### src/core/dlasc_params.svh
/*
 * Constants of the output-load and input-sequencing control block:
 * register indexes, field positions, reset values and codes.
 * Assumes it is included by bare name from the package and the modules.
 */
// ==========================================================================
// Notes on behaviour
// - Sync-load output copies data register to latch on a load event.
// - External load pin rising edge and internal load pulse act identically.
// - Sync-load output: data write changes only the data register.
// - Async output: write goes straight to latch; load events ignored.
// - Gain bit one selects buffer gain two, zero selects gain one.
// - Config register: load enables bits 15..8, gains bits 7..0, reset zero.
// - Writing the load code makes the internal load pulse for sync outputs.
// - Any other load-register value makes no pulse and changes nothing.
// - Load register clears after the pulse and on reset.
// - Trigger disabled: every sequencing control write starts a sequence.
// - Trigger enabled: control write records the range only.
// - Single-pass converts start to end once, then idles.
// - Repeat mode returns to start after end and continues.
// - Repeat stops only on single-pass rewrite or trigger enable.
// - Trigger enabled forces the repeat bit to zero.
// - Repeat bit 15, start bits 11..8, end bits 7..4, reset 0x0000.
// - Channel codes 0..8; code 8 is the temperature sensor.
// - External trigger accepts any start 0..8 with end not below it.
// - Trigger enabled: convert pin rising edge starts one pass.
// - Result registers update when the end channel finishes.
// ==========================================================================
`ifndef DLASC_PARAMS_SVH
`define DLASC_PARAMS_SVH

// Register indexes on the serial port
`define DLASC_IDX_STATCFG 5'h0A
`define DLASC_IDX_OUTCFG 5'h09
`define DLASC_IDX_SEQCTRL 5'h0B
`define DLASC_IDX_LOAD 5'h0D
`define DLASC_IDX_DATA0 5'h10
`define DLASC_IDX_DATA7 5'h17

// Field positions
`define DLASC_OUTCFG_SYNC_HI 15
`define DLASC_OUTCFG_SYNC_LO 8
`define DLASC_OUTCFG_GAIN_HI 7
`define DLASC_OUTCFG_GAIN_LO 0
`define DLASC_SEQ_REPEAT 15
`define DLASC_SEQ_FIRST_HI 11
`define DLASC_SEQ_FIRST_LO 8
`define DLASC_SEQ_LAST_HI 7
`define DLASC_SEQ_LAST_LO 4
`define DLASC_STAT_EXTTRIG 5
`define DLASC_CMD_READ 15
`define DLASC_CMD_IDX_HI 4

// Values
`define DLASC_LOAD_CODE 16'hBB00
`define DLASC_ZERO16 16'h0000
`define DLASC_CHAN_MAX 4'h8
`define DLASC_FRAME_BITS 6'h20
`define DLASC_WORD_BITS 6'h10

`endif

### src/core/dlasc_pkg.sv
/*
 * Types shared by the control block's modules.
 * Assumes dlasc_params.svh is on the include path.
 */
`include "dlasc_params.svh"

package dlasc_pkg;
    // One register write from the serial port
    typedef struct packed {
        logic [4:0] idx;
        logic [15:0] data;
    } dlasc_wr_t;

    // Sequencing control fields
    typedef struct packed {
        logic repeat_mode;
        logic [3:0] first_channel_index;
        logic [3:0] last_channel_index;
    } dlasc_seq_cfg_t;

    typedef enum logic [1:0] {
        DLASC_SEQ_IDLE,
        DLASC_SEQ_START,
        DLASC_SEQ_WAIT
    } dlasc_seq_state_t;
endpackage

### src/core/dlasc_spi_slave.sv
/*
 * Serial register port: 32-bit frames, command word then data word,
 * mode 0, MSB first. Command bit 15 set means read, bits 4..0 index.
 * Assumes the serial clock is far slower than the core clock.
 */
`include "dlasc_params.svh"

module dlasc_spi_slave
    import dlasc_pkg::*;
(
    input wire logic i_ref_clk,
    input wire logic i_rst_n,
    input wire logic i_sclk,
    input wire logic i_ss_n,
    input wire logic i_mosi,
    input wire logic [15:0] i_rd_data,
    output logic [4:0] o_rd_idx,
    output logic o_wr_valid,
    output dlasc_wr_t o_wr,
    output logic o_miso,
    output logic o_miso_oe
);
    // ======================================================================
    // Pin synchronisers
    logic [1:0] sclk_s_q;
    logic [1:0] ss_s_q;
    logic [1:0] mosi_s_q;
    logic sclk_d1_q;
    always_ff @(posedge i_ref_clk or negedge i_rst_n) begin
        if (!i_rst_n) begin
            sclk_s_q <= 2'h0;
            ss_s_q <= 2'h3;
            mosi_s_q <= 2'h0;
            sclk_d1_q <= 1'b0;
        end else begin
            sclk_s_q <= {sclk_s_q[0], i_sclk};
            ss_s_q <= {ss_s_q[0], i_ss_n};
            mosi_s_q <= {mosi_s_q[0], i_mosi};
            sclk_d1_q <= sclk_s_q[1];
        end
    end

    logic active;
    logic rise;
    logic fall;
    assign active = !ss_s_q[1];
    assign rise = active && sclk_s_q[1] && !sclk_d1_q;
    assign fall = active && !sclk_s_q[1] && sclk_d1_q;

    // ======================================================================
    // Receive shift and bit count
    logic [5:0] cnt_q;
    logic [15:0] shift_q;
    logic [15:0] cmd_q;
    always_ff @(posedge i_ref_clk or negedge i_rst_n) begin
        if (!i_rst_n) begin
            cnt_q <= 6'h00;
            shift_q <= 16'h0000;
            cmd_q <= 16'h0000;
        end else if (!active) begin
            cnt_q <= 6'h00;
        end else if (rise && cnt_q != `DLASC_FRAME_BITS) begin
            cnt_q <= cnt_q + 6'h01;
            shift_q <= {shift_q[14:0], mosi_s_q[1]};
            if (cnt_q == `DLASC_WORD_BITS - 6'h01) begin
                cmd_q <= {shift_q[14:0], mosi_s_q[1]};
            end
        end
    end

    assign o_rd_idx = cmd_q[`DLASC_CMD_IDX_HI:0];

    // Write strobe after the last data bit; reads ignore the data word
    always_ff @(posedge i_ref_clk or negedge i_rst_n) begin
        if (!i_rst_n) begin
            o_wr_valid <= 1'b0;
            o_wr <= '0;
        end else begin
            o_wr_valid <= rise && cnt_q == `DLASC_FRAME_BITS - 6'h01 && !cmd_q[`DLASC_CMD_READ];
            o_wr <= '{idx: cmd_q[`DLASC_CMD_IDX_HI:0], data: {shift_q[14:0], mosi_s_q[1]}};
        end
    end

    // ======================================================================
    // Transmit: read word loaded once the command is in, shifted on falls
    logic [15:0] tx_q;
    logic load_tx_q;
    always_ff @(posedge i_ref_clk or negedge i_rst_n) begin
        if (!i_rst_n) begin
            tx_q <= 16'h0000;
            load_tx_q <= 1'b0;
            o_miso <= 1'b0;
            o_miso_oe <= 1'b0;
        end else begin
            load_tx_q <= rise && cnt_q == `DLASC_WORD_BITS - 6'h01;
            o_miso_oe <= active;
            if (load_tx_q) begin
                tx_q <= i_rd_data; // index is stable from this cycle on
            end else if (fall && cnt_q > `DLASC_WORD_BITS) begin
                tx_q <= {tx_q[14:0], 1'b0};
            end
            if (load_tx_q) begin
                o_miso <= i_rd_data[15];
            end else if (fall && cnt_q > `DLASC_WORD_BITS) begin
                o_miso <= tx_q[14];
            end
        end
    end
endmodule

### src/core/dlasc_seq.sv
/*
 * Input multiplexer sequencer: walks channels from first to last index,
 * once or repeatedly. Assumes the converter returns one done pulse per
 * conversion start, on the same clock.
 */
`include "dlasc_params.svh"

module dlasc_seq
    import dlasc_pkg::*;
(
    input wire logic i_ref_clk,
    input wire logic i_rst_n,
    input wire dlasc_seq_cfg_t i_cfg,
    input wire logic i_start,
    input wire logic i_abort,
    input wire logic i_conv_done,
    output logic [3:0] o_mux_channel,
    output logic o_conv_start,
    output logic o_result_update,
    output logic o_busy
);
    dlasc_seq_state_t state_q;

    // ======================================================================
    // Channel walk; a new start restarts the pass from the first index
    always_ff @(posedge i_ref_clk or negedge i_rst_n) begin
        if (!i_rst_n) begin
            state_q <= DLASC_SEQ_IDLE;
            o_mux_channel <= 4'h0;
            o_conv_start <= 1'b0;
            o_result_update <= 1'b0;
        end else begin
            o_conv_start <= 1'b0;
            o_result_update <= 1'b0;
            if (i_abort) begin
                state_q <= DLASC_SEQ_IDLE;
            end else if (i_start) begin
                o_mux_channel <= i_cfg.first_channel_index;
                state_q <= DLASC_SEQ_START;
            end else begin
                unique case (state_q)
                    DLASC_SEQ_IDLE: begin
                    end
                    DLASC_SEQ_START: begin
                        o_conv_start <= 1'b1;
                        state_q <= DLASC_SEQ_WAIT;
                    end
                    DLASC_SEQ_WAIT: begin
                        if (i_conv_done) begin
                            // Stop at the last index; code 8 is the sensor
                            if (o_mux_channel == i_cfg.last_channel_index ||
                                    o_mux_channel == `DLASC_CHAN_MAX) begin
                                o_result_update <= 1'b1;
                                if (i_cfg.repeat_mode) begin
                                    o_mux_channel <= i_cfg.first_channel_index;
                                    state_q <= DLASC_SEQ_START;
                                end else begin
                                    state_q <= DLASC_SEQ_IDLE;
                                end
                            end else begin
                                o_mux_channel <= o_mux_channel + 4'h1;
                                state_q <= DLASC_SEQ_START;
                            end
                        end
                    end
                endcase
            end
        end
    end

    assign o_busy = state_q != DLASC_SEQ_IDLE;
endmodule

### src/core/dlasc_top.sv
/*
 * Output load/gain control and input sequencing control, with the serial
 * register port. Holds eight output data registers and their latches.
 * Assumes the load and convert pins are asynchronous and the converter
 * answers each start with one done pulse on i_ref_clk.
 */
`include "dlasc_params.svh"

module dlasc_top
    import dlasc_pkg::*;
#(
    parameter int unsigned NUM_OUT = 8,
    parameter int unsigned DATA_W = 12
) (
    input wire logic i_ref_clk,
    input wire logic i_rst_n,
    input wire logic i_sclk,
    input wire logic i_ss_n,
    input wire logic i_mosi,
    input wire logic i_external_load_pin,
    input wire logic i_convert_pin,
    input wire logic i_conv_done,
    output logic o_miso,
    output logic o_miso_oe,
    output logic [NUM_OUT-1:0][DATA_W-1:0] o_out_value,
    output logic [NUM_OUT-1:0] o_output_gain_double,
    output logic [3:0] o_mux_channel,
    output logic o_conv_start,
    output logic o_result_update
);
    // ======================================================================
    // Serial port
    logic wr_valid;
    dlasc_wr_t wr;
    logic [4:0] rd_idx;
    logic [15:0] rd_data;

    dlasc_spi_slave u_spi (
        .i_ref_clk(i_ref_clk),
        .i_rst_n(i_rst_n),
        .i_sclk(i_sclk),
        .i_ss_n(i_ss_n),
        .i_mosi(i_mosi),
        .i_rd_data(rd_data),
        .o_rd_idx(rd_idx),
        .o_wr_valid(wr_valid),
        .o_wr(wr),
        .o_miso(o_miso),
        .o_miso_oe(o_miso_oe)
    );

    // Strobe is an argument: a continuous assignment only re-evaluates on its operands
    function automatic logic hit(input logic valid, input logic [4:0] idx, input logic [4:0] want);
        hit = valid && idx == want;
    endfunction

    // Data register index to output number, or no match
    function automatic logic data_hit(input logic [4:0] idx, input int unsigned n);
        data_hit = idx >= `DLASC_IDX_DATA0 && idx <= `DLASC_IDX_DATA7 &&
                   idx - `DLASC_IDX_DATA0 == 5'(n);
    endfunction

    // ======================================================================
    // Pin synchronisers and rising-edge detect
    logic [2:0] eld_s_q;
    logic [2:0] cnv_s_q;
    always_ff @(posedge i_ref_clk or negedge i_rst_n) begin
        if (!i_rst_n) begin
            eld_s_q <= 3'h0;
            cnv_s_q <= 3'h0;
        end else begin
            eld_s_q <= {eld_s_q[1:0], i_external_load_pin};
            cnv_s_q <= {cnv_s_q[1:0], i_convert_pin};
        end
    end

    logic ext_load_edge;
    logic ext_conv_edge;
    assign ext_load_edge = eld_s_q[1] && !eld_s_q[2];
    assign ext_conv_edge = cnv_s_q[1] && !cnv_s_q[2];

    // ======================================================================
    // Output configuration: load enables high byte, gains low byte
    logic [15:0] outcfg_q;
    logic [NUM_OUT-1:0] sync_load_enable;
    assign sync_load_enable = outcfg_q[`DLASC_OUTCFG_SYNC_HI:`DLASC_OUTCFG_SYNC_LO];

    always_ff @(posedge i_ref_clk or negedge i_rst_n) begin
        if (!i_rst_n) begin
            outcfg_q <= `DLASC_ZERO16;
        end else if (hit(wr_valid, wr.idx, `DLASC_IDX_OUTCFG)) begin
            outcfg_q <= wr.data;
        end
    end

    // Gain select follows its bit: one means gain two
    always_ff @(posedge i_ref_clk or negedge i_rst_n) begin
        if (!i_rst_n) begin
            o_output_gain_double <= '0;
        end else begin
            o_output_gain_double <= outcfg_q[`DLASC_OUTCFG_GAIN_HI:`DLASC_OUTCFG_GAIN_LO];
        end
    end

    // ======================================================================
    // Load register; the code raises a one-cycle pulse, then clears
    logic [15:0] load_q;
    logic internal_load_pulse;
    logic load_event;
    assign internal_load_pulse = load_q == `DLASC_LOAD_CODE;
    assign load_event = internal_load_pulse || ext_load_edge;

    always_ff @(posedge i_ref_clk or negedge i_rst_n) begin
        if (!i_rst_n) begin
            load_q <= `DLASC_ZERO16;
        end else if (hit(wr_valid, wr.idx, `DLASC_IDX_LOAD)) begin
            load_q <= wr.data;
        end else if (internal_load_pulse) begin
            load_q <= `DLASC_ZERO16;
        end
    end

    // ======================================================================
    // Data registers and latches; the latch drives the output directly
    logic [NUM_OUT-1:0][DATA_W-1:0] data_q;
    for (genvar n = 0; n < NUM_OUT; n++) begin : g_out
        always_ff @(posedge i_ref_clk or negedge i_rst_n) begin
            if (!i_rst_n) begin
                data_q[n] <= '0;
            end else if (wr_valid && data_hit(wr.idx, n)) begin
                data_q[n] <= wr.data[DATA_W-1:0];
            end
        end

        // A write in the same cycle as a load event: the event takes the
        // old data register, the new word waits for the next event
        always_ff @(posedge i_ref_clk or negedge i_rst_n) begin
            if (!i_rst_n) begin
                o_out_value[n] <= '0;
            end else if (!sync_load_enable[n]) begin
                if (wr_valid && data_hit(wr.idx, n)) begin
                    o_out_value[n] <= wr.data[DATA_W-1:0];
                end
            end else if (load_event) begin
                o_out_value[n] <= data_q[n];
            end
        end
    end

    // ======================================================================
    // Status/config: only the external trigger enable lives here
    logic external_trigger_enable_q;
    always_ff @(posedge i_ref_clk or negedge i_rst_n) begin
        if (!i_rst_n) begin
            external_trigger_enable_q <= 1'b0;
        end else if (hit(wr_valid, wr.idx, `DLASC_IDX_STATCFG)) begin
            external_trigger_enable_q <= wr.data[`DLASC_STAT_EXTTRIG];
        end
    end

    // ======================================================================
    // Sequencing control register
    dlasc_seq_cfg_t seq_cfg_q;
    logic seq_wr;
    logic ext_trig_rise;
    assign seq_wr = hit(wr_valid, wr.idx, `DLASC_IDX_SEQCTRL);
    assign ext_trig_rise = hit(wr_valid, wr.idx, `DLASC_IDX_STATCFG) && wr.data[`DLASC_STAT_EXTTRIG] &&
                           !external_trigger_enable_q;

    always_ff @(posedge i_ref_clk or negedge i_rst_n) begin
        if (!i_rst_n) begin
            seq_cfg_q <= '0;
        end else if (seq_wr) begin
            seq_cfg_q.repeat_mode <= wr.data[`DLASC_SEQ_REPEAT] && !external_trigger_enable_q;
            seq_cfg_q.first_channel_index <= wr.data[`DLASC_SEQ_FIRST_HI:`DLASC_SEQ_FIRST_LO];
            seq_cfg_q.last_channel_index <= wr.data[`DLASC_SEQ_LAST_HI:`DLASC_SEQ_LAST_LO];
        end else if (external_trigger_enable_q || ext_trig_rise) begin
            seq_cfg_q.repeat_mode <= 1'b0;
        end
    end

    // Start: a control write on internal trigger, or a pin edge on external
    logic seq_start;
    logic seq_abort;
    assign seq_start = (seq_wr && !external_trigger_enable_q) ||
                       (ext_conv_edge && external_trigger_enable_q);
    assign seq_abort = ext_trig_rise;

    dlasc_seq u_seq (
        .i_ref_clk(i_ref_clk),
        .i_rst_n(i_rst_n),
        .i_cfg(seq_cfg_q),
        .i_start(seq_start),
        .i_abort(seq_abort),
        .i_conv_done(i_conv_done),
        .o_mux_channel(o_mux_channel),
        .o_conv_start(o_conv_start),
        .o_result_update(o_result_update),
        .o_busy()
    );

    // ======================================================================
    // Read mux; data registers read back through their latches
    always_comb begin
        rd_data = `DLASC_ZERO16;
        unique case (rd_idx)
            `DLASC_IDX_OUTCFG: rd_data = outcfg_q;
            `DLASC_IDX_LOAD: rd_data = load_q;
            `DLASC_IDX_STATCFG: rd_data[`DLASC_STAT_EXTTRIG] = external_trigger_enable_q;
            `DLASC_IDX_SEQCTRL: begin
                rd_data[`DLASC_SEQ_REPEAT] = seq_cfg_q.repeat_mode;
                rd_data[`DLASC_SEQ_FIRST_HI:`DLASC_SEQ_FIRST_LO] = seq_cfg_q.first_channel_index;
                rd_data[`DLASC_SEQ_LAST_HI:`DLASC_SEQ_LAST_LO] = seq_cfg_q.last_channel_index;
            end
            default: begin
                for (int n = 0; n < NUM_OUT; n++) begin
                    if (data_hit(rd_idx, n)) begin
                        rd_data[DATA_W-1:0] = o_out_value[n];
                    end
                end
            end
        endcase
    end
endmodule

### config.mk
export PLATFORM = sky130hd
export DESIGN_NAME = dlasc_top
export DESIGN_NICKNAME = d
export VERILOG_FILES = /design/src/core/dlasc_pkg.sv /design/src/core/dlasc_spi_slave.sv /design/src/core/dlasc_seq.sv /design/src/core/dlasc_top.sv
export VERILOG_INCLUDE_DIRS = /design/src /design/src/core
export SDC_FILE = /design/constraint.sdc
export NUM_CORES = 1
export LEC_CHECK = 0
export CORE_MARGIN = 2
export CORE_UTILIZATION = 69
export CTS_CLUSTER_SIZE = 30
export DETAILED_ROUTE_END_ITERATION = 8
export DONT_BUFFER_PORTS = 1
export PLACE_DENSITY = 0.85
export SYNTH_ARGS = -nofsm -noshare
export SYNTH_HDL_FRONTEND = slang
export SYNTH_HIERARCHICAL = 1
export SYNTH_SLANG_ARGS = --single-unit
### constraint.sdc
create_clock -name i_ref_clk -period 3.5 [get_ports i_ref_clk]
set_input_delay 0.175 -clock i_ref_clk [delete_from_list [all_inputs] [get_ports i_ref_clk]]
set_output_delay 0.175 -clock i_ref_clk [all_outputs]
set_load 0.05 [all_outputs]
**After elaboration in Yosys (flattened, before gate mapping)**

Cells that the tools add are included.

- Flip-flop bits (word level): 340
- Logic and storage cells: 248

- Add/sub/neg operators: 4
- Order comparisons: 5
- Equality and inequality tests: 40
- Mux-type cells: 67
- Bitwise logic cells: 2
- Reduce and logical (&&, ||, !) cells: 87

Operators with widths:

| operator | count |
|---|---|
| two-way mux 12 bit | 32 |
| logical AND 1 bit | 46 |
| == test 5 x 3 -> 1 bit, second input constant | 8 |
| == test 5 x 4 -> 1 bit, second input constant | 8 |
| two-way mux 16 bit | 2 |
| two-way mux 15 bit | 2 |
| nonzero test 2 bit | 14 |
| case mux 6 bit (4 select lines) | 1 |
| == test 5 x 2 -> 1 bit, second input constant | 4 |
| two-way mux 4 bit | 5 |
| AND reduction 2 bit | 10 |
| == test 16 bit, second input constant | 1 |
| inequality test 2 x 1 -> 1 bit, second input constant | 8 |
| two-way mux 1 bit | 14 |
| two-way mux 6 bit | 2 |
| case mux 4 bit (3 select lines) | 1 |
| == test 5 x 1 -> 1 bit, second input constant | 2 |
| >= comparator 5 bit, second input constant | 2 |
| <= comparator 5 bit, second input constant | 2 |
| zero test 5 bit | 2 |
| subtractor 5 bit, second input constant | 2 |
| case mux 1 bit (4 select lines) | 2 |
| zero test 1 bit | 7 |
| adder 6 x 1 -> 6 bit, second input constant | 1 |
| other kinds (21) | 27 |

**Logic depth before layout (Yosys ltp)**

- Word-level depth: 13
- Mapped depth: 10

**Cells and area by module**

The synthesis kept the hierarchy.

Modules (own cells, without submodules):

| module | instances | cells each | area each (um^2) | seq. area each (um^2) |
|---|---|---|---|---|
| dlasc_top | 1 | 1,018 | 12,478.2 | 6,206.0 |
| dlasc_spi_slave | 1 | 222 | 2,939.1 | 1,854.3 |
| dlasc_seq | 1 | 60 | 569.3 | 200.2 |

**Worst setup path after synthesis**

Ideal clock, no wire load.

- Path kind: reg2reg
- Start point: reg load_q[7]
- End point: reg o_out_value[65] (netlist name)
- Library setup time: 146 ps
- Data arrival time: 1,973 ps
- Required time: 3,354 ps
- Path slack: 1,381 ps
- Stages on the path, launching flop included: 8
- Clock period less this slack: 2,119 ps
- Cells stage by stage: dfrtp_1 -> or4b_4 -> o41ai_2 -> buf_2 -> buf_6 -> buf_8 -> mux2i_1 -> mux2i_1

- Longest elaborated chain between the ends: 4

RTL lines:

| what | RTL line | text |
|---|---|---|
| from (decl) | dlasc_top.sv:107 | `logic [15:0] load_q;` |
| from (signal assigned) | dlasc_top.sv:115 | `` load_q <= `DLASC_ZERO16; `` |
| from (signal assigned) | dlasc_top.sv:117 | `load_q <= wr.data;` |
| from (signal assigned) | dlasc_top.sv:119 | `` load_q <= `DLASC_ZERO16; `` |
| == test 16 bit (no line) | - |  |
| logical OR 1 bit | dlasc_top.sv:111 | `assign load_event = internal_load_pulse \|\| ext_load_edge;` |
| inequality test 2 x 1 -> 1 bit (no line) | - |  |
| AND reduction 2 bit (no line) | - |  |
| to (signal, indexed assignment) | dlasc_top.sv:142 | `o_out_value[n] <= wr.data[DATA_W-1:0];` |
| to (signal, indexed assignment) | dlasc_top.sv:145 | `o_out_value[n] <= data_q[n];` |
| to (decl) | dlasc_top.sv:25 | `output logic [NUM_OUT-1:0][DATA_W-1:0] o_out_value,` |

No other way between the ends.
A chain may end at the register's enable or synchronous reset.

**Final worst setup path**

- Start point: reg load_q[2]
- End point: reg o_out_value[13] (netlist name)

The elaborated chain is that of the path after synthesis.

==> results.toml <==
[clock_tree]
ctsResizeCount = 0
cts_hold_buf = 6
clkLatencyLatePin_ns = 0.51
numCtsBuffers = 35
htreeDepth = 2
cts_tree = "yes"
cts_root_buffer = "clkbuf_16"
clk_path_buf_depth = 3
cts.clk_slew.worst_paths_ns = 0.06
post_cts_buffers = 0
clkSinkCount = 330

[finish]
area_growth_pct = 7.01
final_common_cell = "dfrtp_1"
final_nets = 1257
antennaDiodeCount = 0
mostFrequentLayoutCells = "dfrtp_1, mux2i_1, mux2_2"
drive_gt1_frac = 0.191
final_core_util = 0.753
layout.cells.non_filler = 1550

[status]
violations = "hold timing"
status = "finished with violations"

[logic_synthesis]
synth_fp_nets = 1314
syn_avg_cell_area_um2 = 12.3
synth_area_um2 = 16000
synth_cells = 1299
yosys_warnings = 6

[detailed_routing]
first_iter_violations = 1437
drt_drc_violations_left = 0
antenna_left = 0
post_drt_wl_per_cell_um = 26.9
vias_per_cell = 7.08
totalWireLength_mm = 41.7
vias = 11000
drt-pass1-iter-count = 8

[placed_design]
dp.cells = 1484
port_buffers = 0
gp_congestion = 1.01
hpwlAfterDp_mm = 26.7
dpl_worst_slack_ns = 1.00

[timing]
drv_slew = 0
finClkSkew_ns = 0.0122
hold_viol_final = 330
timing.final.crit_share = 0.734
timing.fmax_mhz = 389
timing.final.ws_setup_ns = 0.931
worst_pin_slew_ns = 1.19
max_slew_margin = 0.204
rsz0062_at_grt = "false"
fin_setup_tns_ns = 0
setup_viol = 0
whs_ns = -0.631
period_needed_ns = 2.57

[global_routing]
overflow = 0
grt_max_degree = 331
grt_pass1_wl_mm = 64.2
antenna_found_initial = 1
grt_use_total = 0.346
grt_pass1_vias = 10900

[power]
p_leak_nw = 8.12
vdd_drop_max_uv = 406
powerDensity_nw_per_um2 = 469

[flow_run]
cap_viol_max_count = 0

[setup_path]
cp-end-kind = "flop"
worstSetupStartpointType = "flop"
r2r-end = "o_out_value[13]$_DFFE_PN0P_"
r2r_start = "load_q[2]$_DFFE_PN0P_"
reg2reg_slack_ns = 0.93
cp.arrival_ns = 2.96
worstSetupPathType = "flop to flop"
r2r_cells = 5
path_max_fanout = 48
cp.required_ns = 3.89

[min_path]
hold_class = "input port to async pin"

[die]
coreArea_um2 = 22700
ios = 120
die_w_um = 156
dieHeight_um = 156
initial_core_util = 0.704
num_rows = 55
die_area_um2 = 24400
## stage by stage
step	power (mW)	hold WS [ns]	instance area [um^2]
CTS	8.05	-0.649	17100
floorplan	4.34	-0.121	16000
global route	8.23	-0.649	17100
finish	8.03	-0.631	17100
global placement	4.55	-0.112	16000
detailed placement	4.56	-0.111	16000
## routing by layer
layer  GRT usage  up-vias  wire [um]
met2       0.537      603      18900
met3      0.0925      163       4220
met4       0.155        0       2100
met5           0        -          0
li1            -     4630          -
met1       0.461     5571      16500
## flip-flops by register name, summed over array words and instances (netlist names), 6 cells and up
register,flops
load_q,16
u_spi/shift_q,15
u_spi/cnt_q,6
seq_cfg_q,9
u_spi/o_wr,21
data_q,96
u_spi/cmd_q,6
o_out_value,96
u_spi/tx_q,15
o_output_gain_double,8
outcfg_q,16
## critical path, stage by stage, from the launching register on
cell,delay (ns)
dfrtp_1,0.40
or4b_1,0.61
o41ai_4,0.53
buf_12,0.37
nand2_1,0.15
a311o_1,0.37
## layout make-up
class / count / area, um^2
multi-input combinational: 829 / 7100
sequential: 330 / 8260
fill: 1433 / 5610
inverter: 21 / 78.8
tap: 285 / 357
clock buffer: 51 / 1030
clock inverter: 9 / 45.0
timing repair buffer: 25 / 228
## worst max path at each step
| stage | startpoint | endpoint | depth (start not counted) |
|---|---|---|---|
| 2_1_floorplan | load_q[7]$_DFFE_PN0P_ | o_out_value[65]$_DFFE_PN0P_ | 7 |
| 3_3_place_gp | load_q[7]$_DFFE_PN0P_ | o_out_value[1]$_DFFE_PN0P_ | 5 |
| 3_5_place_dp | load_q[2]$_DFFE_PN0P_ | o_out_value[13]$_DFFE_PN0P_ | 5 |
| 4_1_cts | load_q[2]$_DFFE_PN0P_ | o_out_value[12]$_DFFE_PN0P_ | 5 |
| 5_1_grt | u_spi/cmd_q[1]$_DFFE_PN0P_ | u_spi/tx_q[4]$_DFFE_PN0P_ | 7 |
| 6_report | load_q[2]$_DFFE_PN0P_ | o_out_value[13]$_DFFE_PN0P_ | 5 |
## report_power, final
part,total [mW],switching [mW],leakage (nW),internal [mW]
clock,3.50,1.47,0.538,2.03
sequential,4.34,0.430,4.54,3.91
combinational,0.187,0.0856,3.04,0.101
(Power assumes the default switching activity.)
